**src/sep_cfg.svh**
```systemverilog
// offsets, field positions, reset values and fixed counts of the prioritizer
`ifndef SEP_CFG_SVH
`define SEP_CFG_SVH

// apb register byte addresses
`define SEP_ADDR_CTRL      8'h00
`define SEP_ADDR_FPCTL     8'h04
`define SEP_ADDR_STAT      8'h08
`define SEP_ADDR_FPSYN     8'h0c

// control register fields
`define SEP_CTRL_TGR       0
`define SEP_CTRL_SMD       1
`define SEP_CTRL_UNDEF     2
`define SEP_CTRL_EA29      3
`define SEP_CTRL_RESTORE   4
`define SEP_CTRL_W         5
`define SEP_CTRL_RST       5'h00

// fp exception types, bit 0 is the highest trap priority
`define SEP_FP_W           6
`define SEP_FP_INVALID     0
`define SEP_FP_DIVZERO     1
`define SEP_FP_OVERFLOW    2
`define SEP_FP_UNDERFLOW   3
`define SEP_FP_INEXACT     4
`define SEP_FP_DENORMAL    5
`define SEP_FP_SUPPORTED   6'h3f
`define SEP_FPCTL_RST      6'h00

// implemented features
`define SEP_FPAC_IMPL      1'b1
`define SEP_SIMD_FP_IMPL   1'b1

// candidate vector, index 0 is priority 14
`define SEP_NUM_CAND       18
`define SEP_PRIO_BASE      5'h0e
`define SEP_IDX_CFG_TRAP   5'd0
`define SEP_IDX_SYSREG     5'd1
`define SEP_IDX_FEAT       5'd2
`define SEP_IDX_HCFG       5'd3
`define SEP_IDX_ACC2       5'd4
`define SEP_IDX_SMD        5'd5
`define SEP_IDX_CALL       5'd6
`define SEP_IDX_MFEAT      5'd7
`define SEP_IDX_SEC32      5'd8
`define SEP_IDX_MDBG       5'd9
`define SEP_IDX_ACC3       5'd10
`define SEP_IDX_FPAC       5'd11
`define SEP_IDX_FP         5'd12
`define SEP_IDX_DEBUG      5'd13
`define SEP_IDX_SPALIGN    5'd14
`define SEP_IDX_EA29       5'd15
`define SEP_IDX_WATCH      5'd16
`define SEP_IDX_DA31       5'd17

// simd elements examined per fp instruction
`define SEP_NUM_ELEM       4

`endif

```
**src/sep_pkg.sv**
```systemverilog
// types shared by the synchronous exception prioritizer
package sep_pkg;

   typedef enum logic [1:0] {
      SEP_PL0 = 2'b00,
      SEP_PL1 = 2'b01,
      SEP_PL2 = 2'b10,
      SEP_PL3 = 2'b11
   } sep_level_t;

   typedef enum logic [1:0] {
      SEP_CALL_NONE = 2'b00,
      SEP_CALL_SVC  = 2'b01,
      SEP_CALL_HVC  = 2'b10,
      SEP_CALL_SMC  = 2'b11
   } sep_call_t;

endpackage

```
**src/sep_prioritizer.sv**
```systemverilog
// synchronous exception prioritizer for priorities 14 to 31 with fp trap syndrome

`timescale 1ns/100ps
`include "sep_cfg.svh"

module sep_prioritizer (
   // clock and reset
   input  wire logic                        clk_in,
   input  wire logic                        reset_in,
   // apb slave
   input  wire logic                        psel_in,
   input  wire logic                        penable_in,
   input  wire logic                        pwrite_in,
   input  wire logic [7:0]                  paddr_in,
   input  wire logic [31:0]                 pwdata_in,
   output logic      [31:0]                 prdata_out,
   output logic                             pready_out,
   output logic                             pslverr_out,
   // pipeline candidates
   input  wire logic                        insn_valid_in,
   input  wire sep_pkg::sep_level_t         cur_level_in,
   input  wire logic [`SEP_NUM_CAND-1:0]    cand_in,
   input  wire logic                        ext_abort_in,
   input  wire logic                        call_insn_in,
   input  wire sep_pkg::sep_call_t          call_kind_in,
   input  wire logic [`SEP_NUM_ELEM*`SEP_FP_W-1:0] fp_elem_flags_in,
   // selected exception
   output logic                             exc_valid_out,
   output logic      [4:0]                  exc_prio_out,
   output sep_pkg::sep_level_t              exc_target_out,
   output logic                             exc_undef_out,
   output logic      [`SEP_FP_W-1:0]        fp_trap_bits_out,
   output logic      [1:0]                  fp_elem_out,
   output logic                             fp_restore_out
);

   ////////////////////////////////////////////////////////////////////////////
   // registers

   logic [`SEP_CTRL_W-1:0]     ctrl_r;
   logic [`SEP_FP_W-1:0]       fp_en_r;
   logic                       tgr;
   logic                       secure_call_disable;
   logic                       undef_rank;
   logic                       ea_at_29;
   logic                       restore_en;
   logic                       apb_setup;
   logic                       apb_write;
   logic                       addr_ok;
   logic [31:0]                rd_data;

   assign tgr        = ctrl_r[`SEP_CTRL_TGR];
   assign secure_call_disable        = ctrl_r[`SEP_CTRL_SMD];
   assign undef_rank = ctrl_r[`SEP_CTRL_UNDEF];
   assign ea_at_29   = ctrl_r[`SEP_CTRL_EA29];
   assign restore_en = ctrl_r[`SEP_CTRL_RESTORE];

   assign apb_setup = psel_in && !penable_in;
   // write lands at the access edge, where pready is already high
   assign apb_write = psel_in && penable_in && pready_out && pwrite_in && !pslverr_out;

   always_comb begin
      addr_ok = 1'b1;
      rd_data = 32'h0000_0000;
      case (paddr_in)
         `SEP_ADDR_CTRL:  rd_data = {27'h0, ctrl_r};
         `SEP_ADDR_FPCTL: rd_data = {26'h0, fp_en_r};
         `SEP_ADDR_STAT:  rd_data = {23'h0, exc_undef_out, exc_valid_out,
                                     exc_target_out, exc_prio_out};
         `SEP_ADDR_FPSYN: rd_data = {24'h0, fp_elem_out, fp_trap_bits_out};
         default:         addr_ok = 1'b0;
      endcase
   end

   // one wait-free answer: pready rises in the access phase right after setup
   always_ff @(posedge clk_in or posedge reset_in) begin
      if (reset_in) begin
         pready_out  <= 1'b0;
         pslverr_out <= 1'b0;
         prdata_out  <= 32'h0000_0000;
      end else begin
         pready_out  <= apb_setup;
         pslverr_out <= apb_setup && !addr_ok;
         prdata_out  <= (apb_setup && !pwrite_in) ? rd_data : 32'h0000_0000;
      end
   end

   always_ff @(posedge clk_in or posedge reset_in) begin
      if (reset_in) begin
         ctrl_r  <= `SEP_CTRL_RST;
         fp_en_r <= `SEP_FPCTL_RST;
      end else if (apb_write) begin
         if (paddr_in == `SEP_ADDR_CTRL) begin
            ctrl_r <= pwdata_in[`SEP_CTRL_W-1:0];
         end
         if (paddr_in == `SEP_ADDR_FPCTL) begin
            // unsupported types keep a zero enable and can never trap
            fp_en_r <= pwdata_in[`SEP_FP_W-1:0] & `SEP_FP_SUPPORTED;
         end
      end
   end

   ////////////////////////////////////////////////////////////////////////////
   // fp trap detection per simd element

   logic [`SEP_FP_W-1:0]       elem_trap [`SEP_NUM_ELEM];
   logic [`SEP_NUM_ELEM-1:0]   elem_any;
   logic [`SEP_FP_W-1:0]       fp_pick;
   logic [`SEP_FP_W-1:0]       fp_onehot;
   logic [1:0]                 fp_elem;
   logic                       fp_any;

   genvar e;
   generate
      for (e = 0; e < `SEP_NUM_ELEM; e = e + 1) begin : g_elem
         assign elem_trap[e] = fp_elem_flags_in[e*`SEP_FP_W +: `SEP_FP_W]
                               & fp_en_r & `SEP_FP_SUPPORTED;
         assign elem_any[e]  = |elem_trap[e];
      end
   endgenerate

   // lowest faulting element is reported; any one element is allowed
   always_comb begin
      fp_pick = '0;
      fp_elem = 2'h0;
      for (int i = `SEP_NUM_ELEM - 1; i >= 0; i--) begin
         if (elem_any[i]) begin
            fp_pick = elem_trap[i];
            fp_elem = i[1:0];
         end
      end
   end

   // lowest set bit is the highest priority type; others read zero
   assign fp_onehot = fp_pick & (~fp_pick + 6'h01);
   assign fp_any    = `SEP_SIMD_FP_IMPL && (|elem_any);

   ////////////////////////////////////////////////////////////////////////////
   // candidate collection

   logic [`SEP_NUM_CAND-1:0]   pend;
   logic                       smc_off;
   logic                       undef_defer;

   assign smc_off = call_insn_in && (call_kind_in == sep_pkg::SEP_CALL_SMC) && secure_call_disable;

   always_comb begin
      pend = cand_in;
      pend[`SEP_IDX_SMD]  = smc_off;
      pend[`SEP_IDX_CALL] = call_insn_in && !smc_off
                            && (call_kind_in != sep_pkg::SEP_CALL_NONE);
      pend[`SEP_IDX_FPAC] = cand_in[`SEP_IDX_FPAC] && `SEP_FPAC_IMPL;
      pend[`SEP_IDX_FP]   = fp_any;
      // several atomic accesses fold into one abort flag, no order among them
      if (ext_abort_in) begin
         if (ea_at_29) begin
            pend[`SEP_IDX_EA29] = 1'b1;
         end else begin
            pend[`SEP_IDX_DA31] = 1'b1;
         end
      end
      // level 3 traps other than SEC32 handed to the undefined-instruction rank outside this block
      if (undef_rank) begin
         pend[`SEP_IDX_MFEAT] = 1'b0;
         pend[`SEP_IDX_MDBG]  = 1'b0;
         pend[`SEP_IDX_ACC3]  = 1'b0;
      end
   end

   assign undef_defer = undef_rank && (cand_in[`SEP_IDX_MFEAT] || cand_in[`SEP_IDX_MDBG]
                                       || cand_in[`SEP_IDX_ACC3]);

   ////////////////////////////////////////////////////////////////////////////
   // selection and target

   logic [4:0]                 sel_idx;
   logic                       sel_any;
   sep_pkg::sep_level_t        sel_tgt;
   sep_pkg::sep_level_t        redirect_lvl;
   sep_pkg::sep_level_t        generic_lvl;

   // all candidates are looked at together; lowest index wins
   always_comb begin
      sel_idx = 5'h00;
      for (int i = `SEP_NUM_CAND - 1; i >= 0; i--) begin
         if (pend[i]) begin
            sel_idx = i[4:0];
         end
      end
   end

   assign sel_any      = |pend;
   assign redirect_lvl = tgr ? sep_pkg::SEP_PL2 : sep_pkg::SEP_PL1;
   assign generic_lvl  = (cur_level_in == sep_pkg::SEP_PL0) ? redirect_lvl : cur_level_in;

   always_comb begin
      case (sel_idx)
         `SEP_IDX_CFG_TRAP: sel_tgt = redirect_lvl;
         `SEP_IDX_SYSREG:   sel_tgt = sep_pkg::SEP_PL2;
         `SEP_IDX_FEAT:     sel_tgt = sep_pkg::SEP_PL2;
         `SEP_IDX_HCFG:     sel_tgt = sep_pkg::SEP_PL2;
         `SEP_IDX_ACC2:     sel_tgt = sep_pkg::SEP_PL2;
         `SEP_IDX_CALL: begin
            case (call_kind_in)
               sep_pkg::SEP_CALL_HVC: sel_tgt = sep_pkg::SEP_PL2;
               sep_pkg::SEP_CALL_SMC: sel_tgt = sep_pkg::SEP_PL3;
               default:               sel_tgt = generic_lvl;
            endcase
         end
         `SEP_IDX_MFEAT:    sel_tgt = sep_pkg::SEP_PL3;
         `SEP_IDX_SEC32:    sel_tgt = sep_pkg::SEP_PL3;
         `SEP_IDX_MDBG:     sel_tgt = sep_pkg::SEP_PL3;
         `SEP_IDX_ACC3:     sel_tgt = sep_pkg::SEP_PL3;
         `SEP_IDX_FP:       sel_tgt = generic_lvl;
         default:           sel_tgt = generic_lvl;
      endcase
   end

   ////////////////////////////////////////////////////////////////////////////
   // outputs, one cycle after the candidates

   always_ff @(posedge clk_in or posedge reset_in) begin
      if (reset_in) begin
         exc_valid_out  <= 1'b0;
         exc_prio_out   <= 5'h00;
         exc_target_out <= sep_pkg::SEP_PL0;
         exc_undef_out  <= 1'b0;
      end else begin
         exc_valid_out  <= insn_valid_in && sel_any;
         exc_prio_out   <= (insn_valid_in && sel_any) ? `SEP_PRIO_BASE + sel_idx : 5'h00;
         exc_target_out <= (insn_valid_in && sel_any) ? sel_tgt : sep_pkg::SEP_PL0;
         exc_undef_out  <= insn_valid_in && undef_defer;
      end
   end

   // syndrome bits only when the fp trap is the one taken
   always_ff @(posedge clk_in or posedge reset_in) begin
      if (reset_in) begin
         fp_trap_bits_out <= '0;
         fp_elem_out      <= 2'h0;
         fp_restore_out   <= 1'b0;
      end else begin
         if (insn_valid_in && sel_any && sel_idx == `SEP_IDX_FP) begin
            fp_trap_bits_out <= fp_onehot;
            fp_elem_out      <= fp_elem;
         end else begin
            fp_trap_bits_out <= '0;
            fp_elem_out      <= 2'h0;
         end
         // restore pulse lets the fp unit roll its status back
         fp_restore_out <= insn_valid_in && sel_any && (sel_idx == `SEP_IDX_FP)
                           && restore_en;
      end
   end

   ////////////////////////////////////////////////////////////////////////////
   // checks

   property p_one_cycle;
      @(posedge clk_in) disable iff (reset_in)
      (insn_valid_in && (|pend)) |=> exc_valid_out && exc_prio_out >= 5'h0e
                                      && exc_prio_out <= 5'h1f;
   endproperty
   a_one_cycle: assert property (p_one_cycle)
      else $error("selected exception missing one cycle after candidates");

   property p_rank14;
      @(posedge clk_in) disable iff (reset_in)
      (insn_valid_in && cand_in[0]) |=> exc_prio_out == 5'h0e
                                        && exc_target_out == ($past(tgr) ? 2'b10 : 2'b01);
   endproperty
   a_rank14: assert property (p_rank14)
      else $error("priority 14 not chosen or wrong target");

   property p_sysreg_target;
      @(posedge clk_in) disable iff (reset_in)
      (exc_valid_out && exc_prio_out == 5'h0f) |-> exc_target_out == sep_pkg::SEP_PL2;
   endproperty
   a_sysreg_target: assert property (p_sysreg_target)
      else $error("priority 15 not sent to level 2");

   property p_smc_off;
      @(posedge clk_in) disable iff (reset_in)
      (insn_valid_in && smc_off && cand_in[4:0] == 5'h00) |=> exc_prio_out == 5'h13;
   endproperty
   a_smc_off: assert property (p_smc_off)
      else $error("disabled secure call not ranked 19");

   property p_call;
      @(posedge clk_in) disable iff (reset_in)
      (insn_valid_in && call_insn_in && !smc_off && call_kind_in != sep_pkg::SEP_CALL_NONE
       && cand_in[5:0] == 6'h00) |=> exc_prio_out == 5'h14;
   endproperty
   a_call: assert property (p_call)
      else $error("call instruction not ranked 20");

   property p_fp_route;
      @(posedge clk_in) disable iff (reset_in)
      (exc_valid_out && exc_prio_out == 5'h1a && $past(cur_level_in) == sep_pkg::SEP_PL0)
      |-> exc_target_out == ($past(tgr) ? sep_pkg::SEP_PL2 : sep_pkg::SEP_PL1);
   endproperty
   a_fp_route: assert property (p_fp_route)
      else $error("fp trap from level 0 routed wrongly");

   property p_fp_onehot;
      @(posedge clk_in) disable iff (reset_in)
      $onehot0(fp_trap_bits_out) && (fp_trap_bits_out == '0 || exc_prio_out == 5'h1a);
   endproperty
   a_fp_onehot: assert property (p_fp_onehot)
      else $error("trapped fp bits not single or not with priority 26");

   property p_fp_gate;
      @(posedge clk_in) disable iff (reset_in)
      ##1 (fp_trap_bits_out & ~$past(fp_en_r)) == '0;
   endproperty
   a_fp_gate: assert property (p_fp_gate)
      else $error("fp trap reported for a disabled type");

   property p_restore;
      @(posedge clk_in) disable iff (reset_in)
      fp_restore_out |-> exc_prio_out == 5'h1a && $past(restore_en);
   endproperty
   a_restore: assert property (p_restore)
      else $error("fp status restore without a taken fp trap");

endmodule // sep_prioritizer

```
**config.mk**
```make
export PLATFORM = sky130hd
export DESIGN_NAME = sep_prioritizer
export DESIGN_NICKNAME = d
export VERILOG_FILES = /design/src/sep_pkg.sv /design/src/sep_prioritizer.sv
export VERILOG_INCLUDE_DIRS = /design/src
export SDC_FILE = /design/constraint.sdc
export NUM_CORES = 1
export LEC_CHECK = 0
export BUFFER_PORTS_ARGS = -buffer_cell sky130_fd_sc_hd__buf_2
export CAP_MARGIN = 5
export CORE_MARGIN = 10
export CORE_UTILIZATION = 44
export DETAILED_ROUTE_END_ITERATION = 16
export PLACE_DENSITY_LB_ADDON = 0.05
export SYNTH_ARGS = -nofsm -noshare
export SYNTH_HDL_FRONTEND = slang
export SYNTH_SLANG_ARGS = --single-unit
```
**constraint.sdc**
```tcl
create_clock -name clk_in -period 2.7 [get_ports clk_in]
set_clock_uncertainty 0.15 [all_clocks]
set_input_delay 0 -clock clk_in [delete_from_list [all_inputs] [get_ports clk_in]]
set_output_delay 0 -clock clk_in [all_outputs]
set_load 0.1 [all_outputs]
```
==> results.ini <==
[grt]
grt_overflow=0
grt_pass1_vias=2463
track_usage_pct=16.4
grt_pass1_wl_um=12000
antenna_found_initial=0
grt_max_degree=25

[synth]
yosys-top-cells-area=dfrtp_1 40%, buf_4 6.8%, mux2_2 5.3%
yosysTopAreaCell=dfrtp_1
yosys_warnings=0
synth.most_common_cell=dfrtp_1
ys_types=59
syn-cell-area_um2=2530
synth_cells=256
async_reset_ff_share_pct=100
synth_ff_type=dfrtp_1
ys_seq_area_share_pct=39.5
synth_common_cells=40 x dfrtp_1, 26 x nor2_1, 23 x buf_4
synth_top_area_share_pct=39.5
syn_area_per_cell_um2=9.89
synth_edf_count=0
ys_ff_latch=40

[layout]
fillCellCount=507
drive_gt1_share_pct=41.1
final_cells=461
nets=484
diodes=0
multi_input_area_um2=1460
seq_area_um2=1010
syn_to_final_growth_pct=37.5

[route]
vias=2418
dr.pass1.iters=4
postRouteWirelength_um=7780
drc_errors=0
vias_per_cell=5.25
wl_per_cell_um=16.9
drtAntennaViolNets=0
drt_iter0_drc=126

[cts]
clkTransAtPathRegs_ns=0.08
cts_made_buffers=5
insertion_delay_ns=0.29
cts-root-buf=clkbuf_8
cts_htree_levels=2
cts_tree=done
cts_buffer_depth=2
cts.sinks=40

[critical_path]
start_kind=register
crit_buf_inv=0
arrival_ns=2.62
crit_required_ns=2.74
critical_path_class=register to register
crit_family=compound AO/OA/AOI/OAI gates
max_stage_delay_ns=0.55
cp_max_fo=7
slowest_stage=or4_4
crit_path_end_kind=register
crit_chain=a22oi_2, nand3_1, or4_4, o41a_1, o32ai_1, a22o_1, nor2_1

[sta]
finalMaxSlewViolations=0
max_freq_mhz=388
relSlewSlack_pct=41.0
setup_viol=0
worst_pin_slew_ns=0.884
rsz0062_at_grt=no
fin_crit_ns=2.58
finalSetupTns_ns=0
layout_setup_ws_ns=0.121
hold_viol_final=0
post-route-period-util_pct=95.5

[die]
die_area_um2=9190
die_h_um=95.9
start_util_pct=45.7
die_w_um=95.9
io_pins=146
row_count=27
core_area_um2=5540

[power_and_ir_drop]
ir_drop_v=0.000360
cellLeakagePower_uw=0.00179
powerDensity_nw_per_um2=410

[placed_design]
dp_slack_ns=0.0721
io_buffers=93
dp_cells=430
dp_hpwl_um=6320
gp_congestion=0.850

[status]
status=finished clean

[min_path]
hold_class=input pin to register

[run]
drv_cap=0

-- final timing paths --
path / start / slack [ns] / endpoint / cells after the start
worst max register to register: fp_en_r[1] / 0.12 / exc_target_out[1] / 7
worst max-delay path: fp_en_r[1] / 0.12 / exc_target_out[1] / 7
worst min-delay path: paddr_in[2] / 0.01 / prdata_out[7] / 3
min in group asynchronous: reset_in / 0.28 / fp_trap_bits_out[5] / 3
max in group asynchronous: reset_in / 1.45 / pready_out / 4
worst min register to register: exc_valid_out / 0.37 / prdata_out[7] / 2
-- routing by layer --
metal  vias up  global-route usage [%]  share of wire (%)
li1       1181                       -                  -
met2        85                    26.6                 46
met4         0                    4.05               0.78
met3         7                    4.90                8.8
met1      1145                    21.1                 45
met5         -                       0                  0
-- cell type report --
class | count | area share (%)
Clock buffer | 5 | 1.98
Timing Repair Buffer | 131 | 23.2
Sequential cell | 40 | 28.9
Clock inverter | 2 | 0.359
Tap cell | 72 | 2.59
Multi-Input combinational cell | 201 | 41.8
Inverter | 10 | 1.08
-- state kept, by name (all words and copies together), names as in the netlist, 2 cells and up --
| register | cells |
|---|---|
| prdata_out | 9 |
| fp_trap_bits_out | 6 |
| exc_target_out | 2 |
| fp_elem_out | 2 |
| fp_en_r | 6 |
| ctrl_r | 5 |
| exc_prio_out | 5 |
-- worst reg2reg max path, delay by kind of cell (launching register included) --
family,cells,cell delay (ns)
compound gates,4,1.12
flops,1,0.49
simple gates,3,0.73
-- cell families after synthesis --
logic type | synth area share (%)
AND/OR/NAND/NOR | 20.2
other | 0.148
AO/OA/AOI/OAI | 19.3
XOR/XNOR | 0.346
multiplexers | 11.1
adder cells (fa/ha/maj) | 0.494
buffers and inverters | 8.89
flip-flops | 39.5
-- power by group --
group | total (uW) | internal, uW | switching, uW | leakage [uW]
Clock | 376 | 175 | 202 | 0.0000400
Sequential | 617 | 609 | 7.47 | 0.000538
Combinational | 433 | 109 | 323 | 0.00121
-- metrics by stage --
stage	total power [uW]	util (%)	hold WS [ns]	cell area (um^2)
after floorplan	951	-	-0.00926	2620
after global placement	1030	55.7	0.0827	3090
after detailed placement	1030	55.7	0.0776	3090
after CTS	1430	61.4	0.000688	3400
after global routing	1490	62.8	0.0426	3480
final	1430	62.8	0.0121	3480
-- placed cells by master (no fill, tap or decap), types with 4 or more instances in the layout --
cell | synthesis | routed
inv_1 | 10 | 10
clkbuf_8 | 0 | 5
buf_4 | 23 | 15
nand3_1 | 5 | 4
a21oi_1 | 17 | 17
buf_2 | 0 | 93
nand2b_1 | 4 | 4
o21ai_0 | 6 | 6
nor2_1 | 26 | 26
and3_1 | 10 | 10
dfrtp_1 | 40 | 35
conb_1 | 1 | 23
nand2_1 | 6 | 6
nor3_1 | 10 | 10
a22oi_2 | 2 | 9
dfrtp_2 | 0 | 5
dlygate4sd3_1 | 0 | 23
mux4_2 | 4 | 4
mux2_2 | 12 | 12
a21o_1 | 6 | 5
-- repair_timing --
| action | in CTS | in global routing |
|---|---|---|
| setup endpoints to repair | 0 | 20 |
| setup buffers | 0 | 1 |
| hold endpoints to repair | 57 | 0 |
| hold buffers | 23 | 0 |
| resized for setup | 0 | 18 |
Note: power is estimated with default switching activity, not from simulation.
